## config.mk

```make
export PLATFORM = sky130hd
export DESIGN_NAME = config_prom_output_control
export DESIGN_NICKNAME = d
export VERILOG_FILES = /design/src/rtl/cfg_out_pkg.sv /design/src/rtl/cfg_out_if.sv /design/src/rtl/config_prom_output_control.sv /design/src/rtl/cfg_addr_counter.sv
export SDC_FILE = /design/constraint.sdc
export NUM_CORES = 1
export LEC_CHECK = 0
export BUFFER_PORTS_ARGS = -buffer_cell sky130_fd_sc_hd__clkbuf_2
export CORE_UTILIZATION = 50
export DETAILED_ROUTE_END_ITERATION = 10
export PLACE_DENSITY_LB_ADDON = 0.1
export SYNTH_ARGS = -nofsm -noshare
export SYNTH_HDL_FRONTEND = slang
export SYNTH_SLANG_ARGS = --single-unit
```

## constraint.sdc

```tcl
create_clock -name core_clk_in -period 5.29 [get_ports core_clk_in]
set_input_delay 0.7935 -clock core_clk_in [delete_from_list [all_inputs] [get_ports core_clk_in]]
set_output_delay 0.7935 -clock core_clk_in [all_outputs]
set_load 0.03 [all_outputs]
```

## src/rtl/cfg_out_pkg.sv

```systemverilog
// Constants and types for the configuration memory output control block
// Notes on behaviour
// Chip enable high puts the device into low-power standby.
// Standby holds address reset, cascade output high, other outputs floating.
// Controller keeps test pins high and test clock static for standby; neither the code nor the model has test pins or a test clock.
// Serial: below highest address, advance address, drive data, cascade high.
// Serial: at highest address, hold, float data, drive cascade output low.
// Parallel: pulse high, stall low, below both limits: advance, drive data, clock.
// Parallel: at revision end below highest: hold, float, cascade stays high.
// Parallel: at highest address: hold, float data and clock, cascade low.
// Stall freezes address and data; honoured only parallel, no decompression.
// Pulse rising edge resets address to revision start or zero.
// With revisioning, revision end address stops counting; the code stops there only in parallel mode.
// Output-enable low resets address, cascade high, others float.
// Revision selection resampled on pulse rising edge while chip enabled.
// Address and data advance once per link clock edge.
// Address held at reset value while any reset lasts, then counts.
package cfg_out_pkg;

  localparam int ADDR_W = 24;
  localparam int DATA_W = 8;
  localparam logic [ADDR_W-1:0] ADDR_RESET = 24'h000000;
  localparam logic [ADDR_W-1:0] HIGHEST_ADDRESS_DEF = 24'hFFFFFF;
  localparam int SYNC_STAGES = 2;

  typedef enum logic [1:0] {
    ST_STANDBY,
    ST_RESET,
    ST_RUN,
    ST_DONE
  } ctl_state_e;

endpackage

```

## src/rtl/cfg_out_if.sv

```systemverilog
// Interface between the control core and the address counter
`timescale 1ns/1ps
`default_nettype none
interface cfg_out_if;
  logic                              clr;
  logic [cfg_out_pkg::ADDR_W-1:0]    clr_val;
  logic                              step;
  logic [cfg_out_pkg::ADDR_W-1:0]    addr;

  modport ctl (output clr, output clr_val, output step, input addr);
  modport cnt (input clr, input clr_val, input step, output addr);
endinterface
`default_nettype wire

```

## src/rtl/config_prom_output_control.sv

```systemverilog
// Control inputs, address sequencing and output enables of the configuration memory
`timescale 1ns/1ps
`default_nettype none
module config_prom_output_control
#(
  parameter logic [cfg_out_pkg::ADDR_W-1:0] HIGHEST_ADDRESS = cfg_out_pkg::HIGHEST_ADDRESS_DEF
)
(
  input  wire logic                           core_clk_in,
  input  wire logic                           rst_n_in,
  input  wire logic                           chip_enable_n_in,
  input  wire logic                           oe_reset_n_in,
  input  wire logic                           config_pulse_n_in,
  input  wire logic                           stall_in,
  input  wire logic                           link_clk_in,
  input  wire logic                           parallel_mode_in,
  input  wire logic                           decompress_en_in,
  input  wire logic                           revision_en_in,
  input  wire logic [1:0]                     revision_sel_in,
  input  wire logic [cfg_out_pkg::ADDR_W-1:0] revision_start_in,
  input  wire logic [cfg_out_pkg::ADDR_W-1:0] revision_end_address_in,
  output logic [cfg_out_pkg::ADDR_W-1:0]      mem_addr_out,
  output logic [1:0]                          revision_latched_out,
  output logic                                data_oe_out,
  output logic                                forwarded_clock_oe_out,
  output logic                                data_advance_out,
  output logic                                cascade_out_n_out,
  output logic                                standby_out
);

  // ****************************************************************
  // Input synchronisers
  // ****************************************************************
  logic [cfg_out_pkg::SYNC_STAGES-1:0] ce_s_r;
  logic [cfg_out_pkg::SYNC_STAGES-1:0] oe_s_r;
  logic [cfg_out_pkg::SYNC_STAGES-1:0] cf_s_r;
  logic [cfg_out_pkg::SYNC_STAGES-1:0] st_s_r;
  logic [cfg_out_pkg::SYNC_STAGES-1:0] lk_s_r;
  logic                                cf_d_r;
  logic                                lk_d_r;

  // Pins reset to their idle level, output-enable reset to its active level, so no false edge appears on release
  always_ff @(posedge core_clk_in or negedge rst_n_in)
  begin
    if (!rst_n_in)
    begin
      ce_s_r <= 2'h3;
      oe_s_r <= 2'h0;
      cf_s_r <= 2'h3;
      st_s_r <= 2'h0;
      lk_s_r <= 2'h0;
      cf_d_r <= 1'b1;
      lk_d_r <= 1'b0;
    end
    else
    begin
      ce_s_r <= {ce_s_r[0], chip_enable_n_in};
      oe_s_r <= {oe_s_r[0], oe_reset_n_in};
      cf_s_r <= {cf_s_r[0], config_pulse_n_in};
      st_s_r <= {st_s_r[0], stall_in};
      lk_s_r <= {lk_s_r[0], link_clk_in};
      cf_d_r <= cf_s_r[1];
      lk_d_r <= lk_s_r[1];
    end
  end

  logic ce_n;
  logic oe_n;
  logic cf_hi;
  logic cf_rise;
  logic lk_rise;
  logic stall_ok;
  logic any_reset;
  logic at_top;
  logic at_end;
  logic [cfg_out_pkg::ADDR_W-1:0] start_addr;

  cfg_out_if ctr_if ();

  assign ce_n      = ce_s_r[1];
  assign oe_n      = !oe_s_r[1];
  assign cf_hi     = cf_s_r[1];
  assign cf_rise   = cf_s_r[1] && !cf_d_r;
  assign lk_rise   = lk_s_r[1] && !lk_d_r;
  // Stall counts only for parallel output without decompression
  assign stall_ok  = st_s_r[1] && parallel_mode_in && !decompress_en_in;
  assign any_reset = ce_n || oe_n;
  assign at_top    = ctr_if.addr == HIGHEST_ADDRESS;
  // Revision end applies only with revisioning and in the parallel variant
  assign at_end    = parallel_mode_in && revision_en_in
                     && ctr_if.addr == revision_end_address_in;
  assign start_addr = revision_en_in ? revision_start_in : cfg_out_pkg::ADDR_RESET;

  // ****************************************************************
  // Address control
  // ****************************************************************
  always_comb
  begin
    ctr_if.clr     = any_reset || cf_rise;
    ctr_if.clr_val = any_reset ? cfg_out_pkg::ADDR_RESET : start_addr;
    ctr_if.step    = lk_rise && !at_top && !at_end && !stall_ok
                     && (!parallel_mode_in || cf_hi);
  end

  cfg_addr_counter u_counter
  (
    .clk_in   (core_clk_in),
    .rst_n_in (rst_n_in),
    .ctr      (ctr_if.cnt)
  );

  // ****************************************************************
  // Revision selection sample
  // ****************************************************************
  always_ff @(posedge core_clk_in or negedge rst_n_in)
  begin
    if (!rst_n_in)
      revision_latched_out <= 2'h0;
    else if (cf_rise && !ce_n)
      revision_latched_out <= revision_sel_in;
  end

  // ****************************************************************
  // Output drive
  // ****************************************************************
  // A stall keeps outputs driven even past the end, matching the frozen word
  logic drive_nxt;
  assign drive_nxt = !any_reset && (cf_rise || stall_ok || (!at_top && !at_end));

  always_ff @(posedge core_clk_in or negedge rst_n_in)
  begin
    if (!rst_n_in)
    begin
      data_oe_out            <= 1'b0;
      forwarded_clock_oe_out <= 1'b0;
      cascade_out_n_out      <= 1'b1;
      standby_out            <= 1'b1;
      data_advance_out       <= 1'b0;
      mem_addr_out           <= cfg_out_pkg::ADDR_RESET;
    end
    else
    begin
      data_oe_out            <= drive_nxt;
      forwarded_clock_oe_out <= drive_nxt && parallel_mode_in;
      cascade_out_n_out      <= !(!any_reset && at_top && !stall_ok);
      standby_out            <= ce_n;
      data_advance_out       <= ctr_if.step;
      mem_addr_out           <= ctr_if.addr;
    end
  end

  a_standby_float: assert property (@(posedge core_clk_in) disable iff (!rst_n_in)
    ce_n |=> (!data_oe_out && cascade_out_n_out && standby_out))
    else $error("standby did not float outputs");
  a_oe_reset_addr: assert property (@(posedge core_clk_in) disable iff (!rst_n_in)
    oe_n |=> ctr_if.addr == cfg_out_pkg::ADDR_RESET)
    else $error("output enable low did not reset address");
  a_top_cascade: assert property (@(posedge core_clk_in) disable iff (!rst_n_in)
    (!any_reset && at_top && !stall_ok) |=> !cascade_out_n_out)
    else $error("cascade not low at highest address");
  a_end_hold: assert property (@(posedge core_clk_in) disable iff (!rst_n_in)
    (at_end && !any_reset && !cf_rise) |=> $stable(ctr_if.addr))
    else $error("address moved past revision end");
  a_pulse_start: assert property (@(posedge core_clk_in) disable iff (!rst_n_in)
    (cf_rise && !any_reset) |=> ctr_if.addr == $past(start_addr))
    else $error("pulse edge did not load start address");
  a_stall_freeze: assert property (@(posedge core_clk_in) disable iff (!rst_n_in)
    (stall_ok && !any_reset && !cf_rise) |=> ($stable(ctr_if.addr) && data_oe_out))
    else $error("stall did not freeze address");
  a_rev_sample: assert property (@(posedge core_clk_in) disable iff (!rst_n_in)
    (cf_rise && !ce_n) |=> revision_latched_out == $past(revision_sel_in))
    else $error("revision selection not sampled");
  a_run_step: assert property (@(posedge core_clk_in) disable iff (!rst_n_in)
    (lk_rise && !any_reset && !cf_rise && !at_top && !at_end && !stall_ok
     && (!parallel_mode_in || cf_hi)) |=> ctr_if.addr == $past(ctr_if.addr) + 1'b1)
    else $error("address did not advance on link clock");
  a_par_clock_float: assert property (@(posedge core_clk_in) disable iff (!rst_n_in)
    (parallel_mode_in && at_top && !any_reset && !stall_ok && !cf_rise)
    |=> (!forwarded_clock_oe_out && !data_oe_out))
    else $error("forwarded clock driven at highest address");
endmodule
`default_nettype wire

```

## src/rtl/cfg_addr_counter.sv

```systemverilog
// Address counter with synchronous clear and step
`timescale 1ns/1ps
`default_nettype none
module cfg_addr_counter
(
  input  wire logic clk_in,
  input  wire logic rst_n_in,
  cfg_out_if.cnt    ctr
);
  logic [cfg_out_pkg::ADDR_W-1:0] addr_r;

  assign ctr.addr = addr_r;

  always_ff @(posedge clk_in or negedge rst_n_in)
  begin
    if (!rst_n_in)
      addr_r <= cfg_out_pkg::ADDR_RESET;
    else if (ctr.clr)
      addr_r <= ctr.clr_val;
    else if (ctr.step)
      addr_r <= addr_r + 1'b1;
  end

  a_clear_wins: assert property (@(posedge clk_in) disable iff (!rst_n_in)
    ctr.clr |=> addr_r == $past(ctr.clr_val))
    else $error("counter did not take clear value");
  a_step_once: assert property (@(posedge clk_in) disable iff (!rst_n_in)
    (!ctr.clr && ctr.step) |=> addr_r == $past(addr_r) + 1'b1)
    else $error("counter did not step by one");
  a_hold_idle: assert property (@(posedge clk_in) disable iff (!rst_n_in)
    (!ctr.clr && !ctr.step) |=> $stable(addr_r))
    else $error("counter moved without a step");
endmodule
`default_nettype wire

```

==> flow_summary.toml <==
[run_status]
status = "completed"

[clock_tree]
cts_setup_buffers = 0
worstSkewPairLatency_ns = 0.34
clkTransAtPathRegs_ns = 0.07
cts_buffer_depth = 2
cts-root-buf = "clkbuf_8"
cts.sinks = 67
cts_buffers = 9
htreeDepth = 3
cts_resized = 0
hold_buffers = 0
cts_tree = "done"

[yosys]
synth-async-reset-ratio_pct = 100
syn_avg_cell_area_sq_um = 10.9
synth_edf_count = 0
syn_inst = 286
ys_seq_area_share_pct = 54.2
syn_area_sq_um = 3110
syn-num-nets = 347
ys_seq_elements = 67
yosys_warnings = 0
synth_ff_type = "dfrtp_1"
synth.distinct_cells = 49

[timing]
worst_pin_slew_ns = 0.833
clock.fmax_mhz = 321
fin_skew_ns = 0.00807
rsz0062_at_grt = "no"
fin_tns_setup_ns = 0
fin_ws_ns = 2.17
fin_crit_ns = 3.12
relSlewSlack_pct = 44.5
final_hold_viol_count = 0
hold_slack_ns = 0.358
min_period_over_period_pct = 58.9
finalSetupViolCount = 0
slew_viol_final = 0

[pwr]
sequentialPowerShare_pct = 52.7
switching_share_pct = 26.2
p_leak_nw = 1.90
ir_drop_uv = 250
power_mw = 1.02
powerDensity_nw_per_um2 = 270
intPower_mw = 0.750
clkPwrFrac_pct = 37.8
power_switching_mw = 0.267
combPwrFrac_pct = 9.6

[routing]
ant_nets = 0
drt_iter0_markers = 166
wl_per_cell_um = 15.9
vias = 2593
via_per_inst = 5.71
drc = 0
wirelength_um = 7220
drt_pre_antenna_iters = 5

[placement]
hpwl_um = 5010
dp_cells = 438
post-place-ws_ns = 2.12
place.gp.congestion = 0.864
port-buffer-count = 90
dpl_cell_area_sq_um = 3590

[setup_path]
path_cells = "ha_1 -> nand4_4 -> nor4_4 -> nand2_1 -> and2_4 -> nand2_2 -> inv_2 -> a311o_1 -> a22oi_2"
path_buf_inv = 1
start_kind = "flip-flop"
critPathSlowestCell = "nor4_4"
critical_path_class = "reg2reg"
r2r_start = "u_counter.ctr.addr[0]$_DFFE_PN0P_"
ff2ff_path_depth = 9
rrSetupSlack_ns = 2.17
critical_path_arrival_ns = 3.38
critical_path.top_delay_family = "simple AND/OR/NAND/NOR gates"
cp_max_fo = 21
r2r-end = "u_counter.ctr.addr[18]$_DFFE_PN0P_"
critPathRequiredTime_ns = 5.55
critPathMaxStageDelay_ns = 0.60
cp-end-kind = "flip-flop"

[floorplanning]
core_sq_um = 5960
start_util_pct = 52.2
io_pins = 91
dieArea_sq_um = 6540
num_rows = 28
die_w_um = 80.8
die_h_um = 80.8

[worst_hold_path]
worstHoldPathCells = 0
holdPathEnd = "cf_s_r[1]$_DFF_PN1_"
worstHoldStart = "cf_s_r[0]$_DFF_PN1_"
holdCritPathClass = "reg2reg"

[global_route]
grt-ovfl-total = 0
grt_start_max_net_pins = 68
track_usage_pct = 24.6
antenna_found_initial = 0
grt_first_pass_wirelength_um = 11900
grt_pass1_vias = 2436

[layout]
drive_above_1_share_pct = 33.0
layout_commonest_cell = "clkbuf_2"
final_util_pct = 63.3
nNetsFinal = 435
final_cell_mix = "89 x clkbuf_2, 60 x dfrtp_1, 26 x nand2_1, 18 x o21ai_0, 14 x nand3_1"
finalNonFillerCells = 454
antennaDiodeCount = 0
syn2layout_area_growth_pct = 21.3
final_area_sq_um = 3770

[flow_run]
cap_violations = 0
sequential cells by signal, summed over array words and instances (netlist names), 2 cells and up:
name,count
ce_s_r,2
oe_s_r,2
revision_latched_out,2
cf_s_r,2
u_counter.ctr.addr,24
st_s_r,2
lk_s_r,2
mem_addr_out,24
final cells by class:
cell class | count | area, sq um
inverter | 6 | 22.5
tap | 75 | 93.8
clock inverter | 5 | 37.5
timing repair buffer | 93 | 473
clock buffer | 11 | 141
multi-input combinational | 197 | 1320
fill | 519 | 2190
sequential | 67 | 1690
cell families after synthesis:
group / after synthesis / synth area share, %
and+or+nand+nor: 94 / 16.8
AOI/OAI and AO/OA: 74 / 17.1
DFF: 67 / 54.2
xor gates and xnor gates: 26 / 7.33
buffers and inverters: 22 / 3.42
muxes: 2 / 0.725
adders and majority gates: 1 / 0.403
layer usage:
layer / share of wire, % / routed length, um / track usage (%) / vias up
li1: - / - / - / 1220
met4: 2.0 / 141 / 11.3 / 0
met1: 46 / 3320 / 35.1 / 1255
met2: 47 / 3390 / 36.5 / 103
met3: 5.2 / 374 / 4.49 / 15
met5: 0 / 0 / 0 / -
how the worst max path moves through the flow:
stage	to	depth (start not counted)	slack (ns)	startpoint
after floorplan	u_counter.ctr.addr[2]$_DFFE_PN0P_	9	2.97	u_counter.ctr.addr[0]$_DFFE_PN0P_
after global placement	u_counter.ctr.addr[18]$_DFFE_PN0P_	9	2.16	revision_end_address_in[2]
after detailed placement	u_counter.ctr.addr[18]$_DFFE_PN0P_	9	2.12	revision_end_address_in[11]
after CTS	u_counter.ctr.addr[18]$_DFFE_PN0P_	9	2.15	u_counter.ctr.addr[0]$_DFFE_PN0P_
after global routing	u_counter.ctr.addr[18]$_DFFE_PN0P_	9	1.91	u_counter.ctr.addr[0]$_DFFE_PN0P_
final	u_counter.ctr.addr[18]$_DFFE_PN0P_	9	2.17	u_counter.ctr.addr[0]$_DFFE_PN0P_
Yosys cell counts, drive strengths merged (7+ instances only):
cell     count  share of area, %
clkbuf       8              0.97
a31oi        7               1.4
nand4       15               3.7
a22oi        8               2.1
nor2         9               1.1
xnor2       13               3.7
buf          8               1.7
dfstp        7               5.9
nand3       14               2.3
o21ai       18               2.9
xor2        13               3.7
nand2       27               3.3
a21oi       11               1.8
a2bb2oi      9               2.5
dfrtp       60                48
power by group through the flow:
stage / Sequential, mW / Clock, mW / Combinational, mW
2_1_floorplan: 0.557 / 0 / 0.0375
3_3_place_gp: 0.545 / 0 / 0.0971
3_5_place_dp: 0.545 / 0 / 0.0982
4_1_cts: 0.536 / 0.392 / 0.0986
5_1_grt: 0.538 / 0.418 / 0.107
6_report: 0.536 / 0.384 / 0.0973
(Power assumes the default switching activity.)
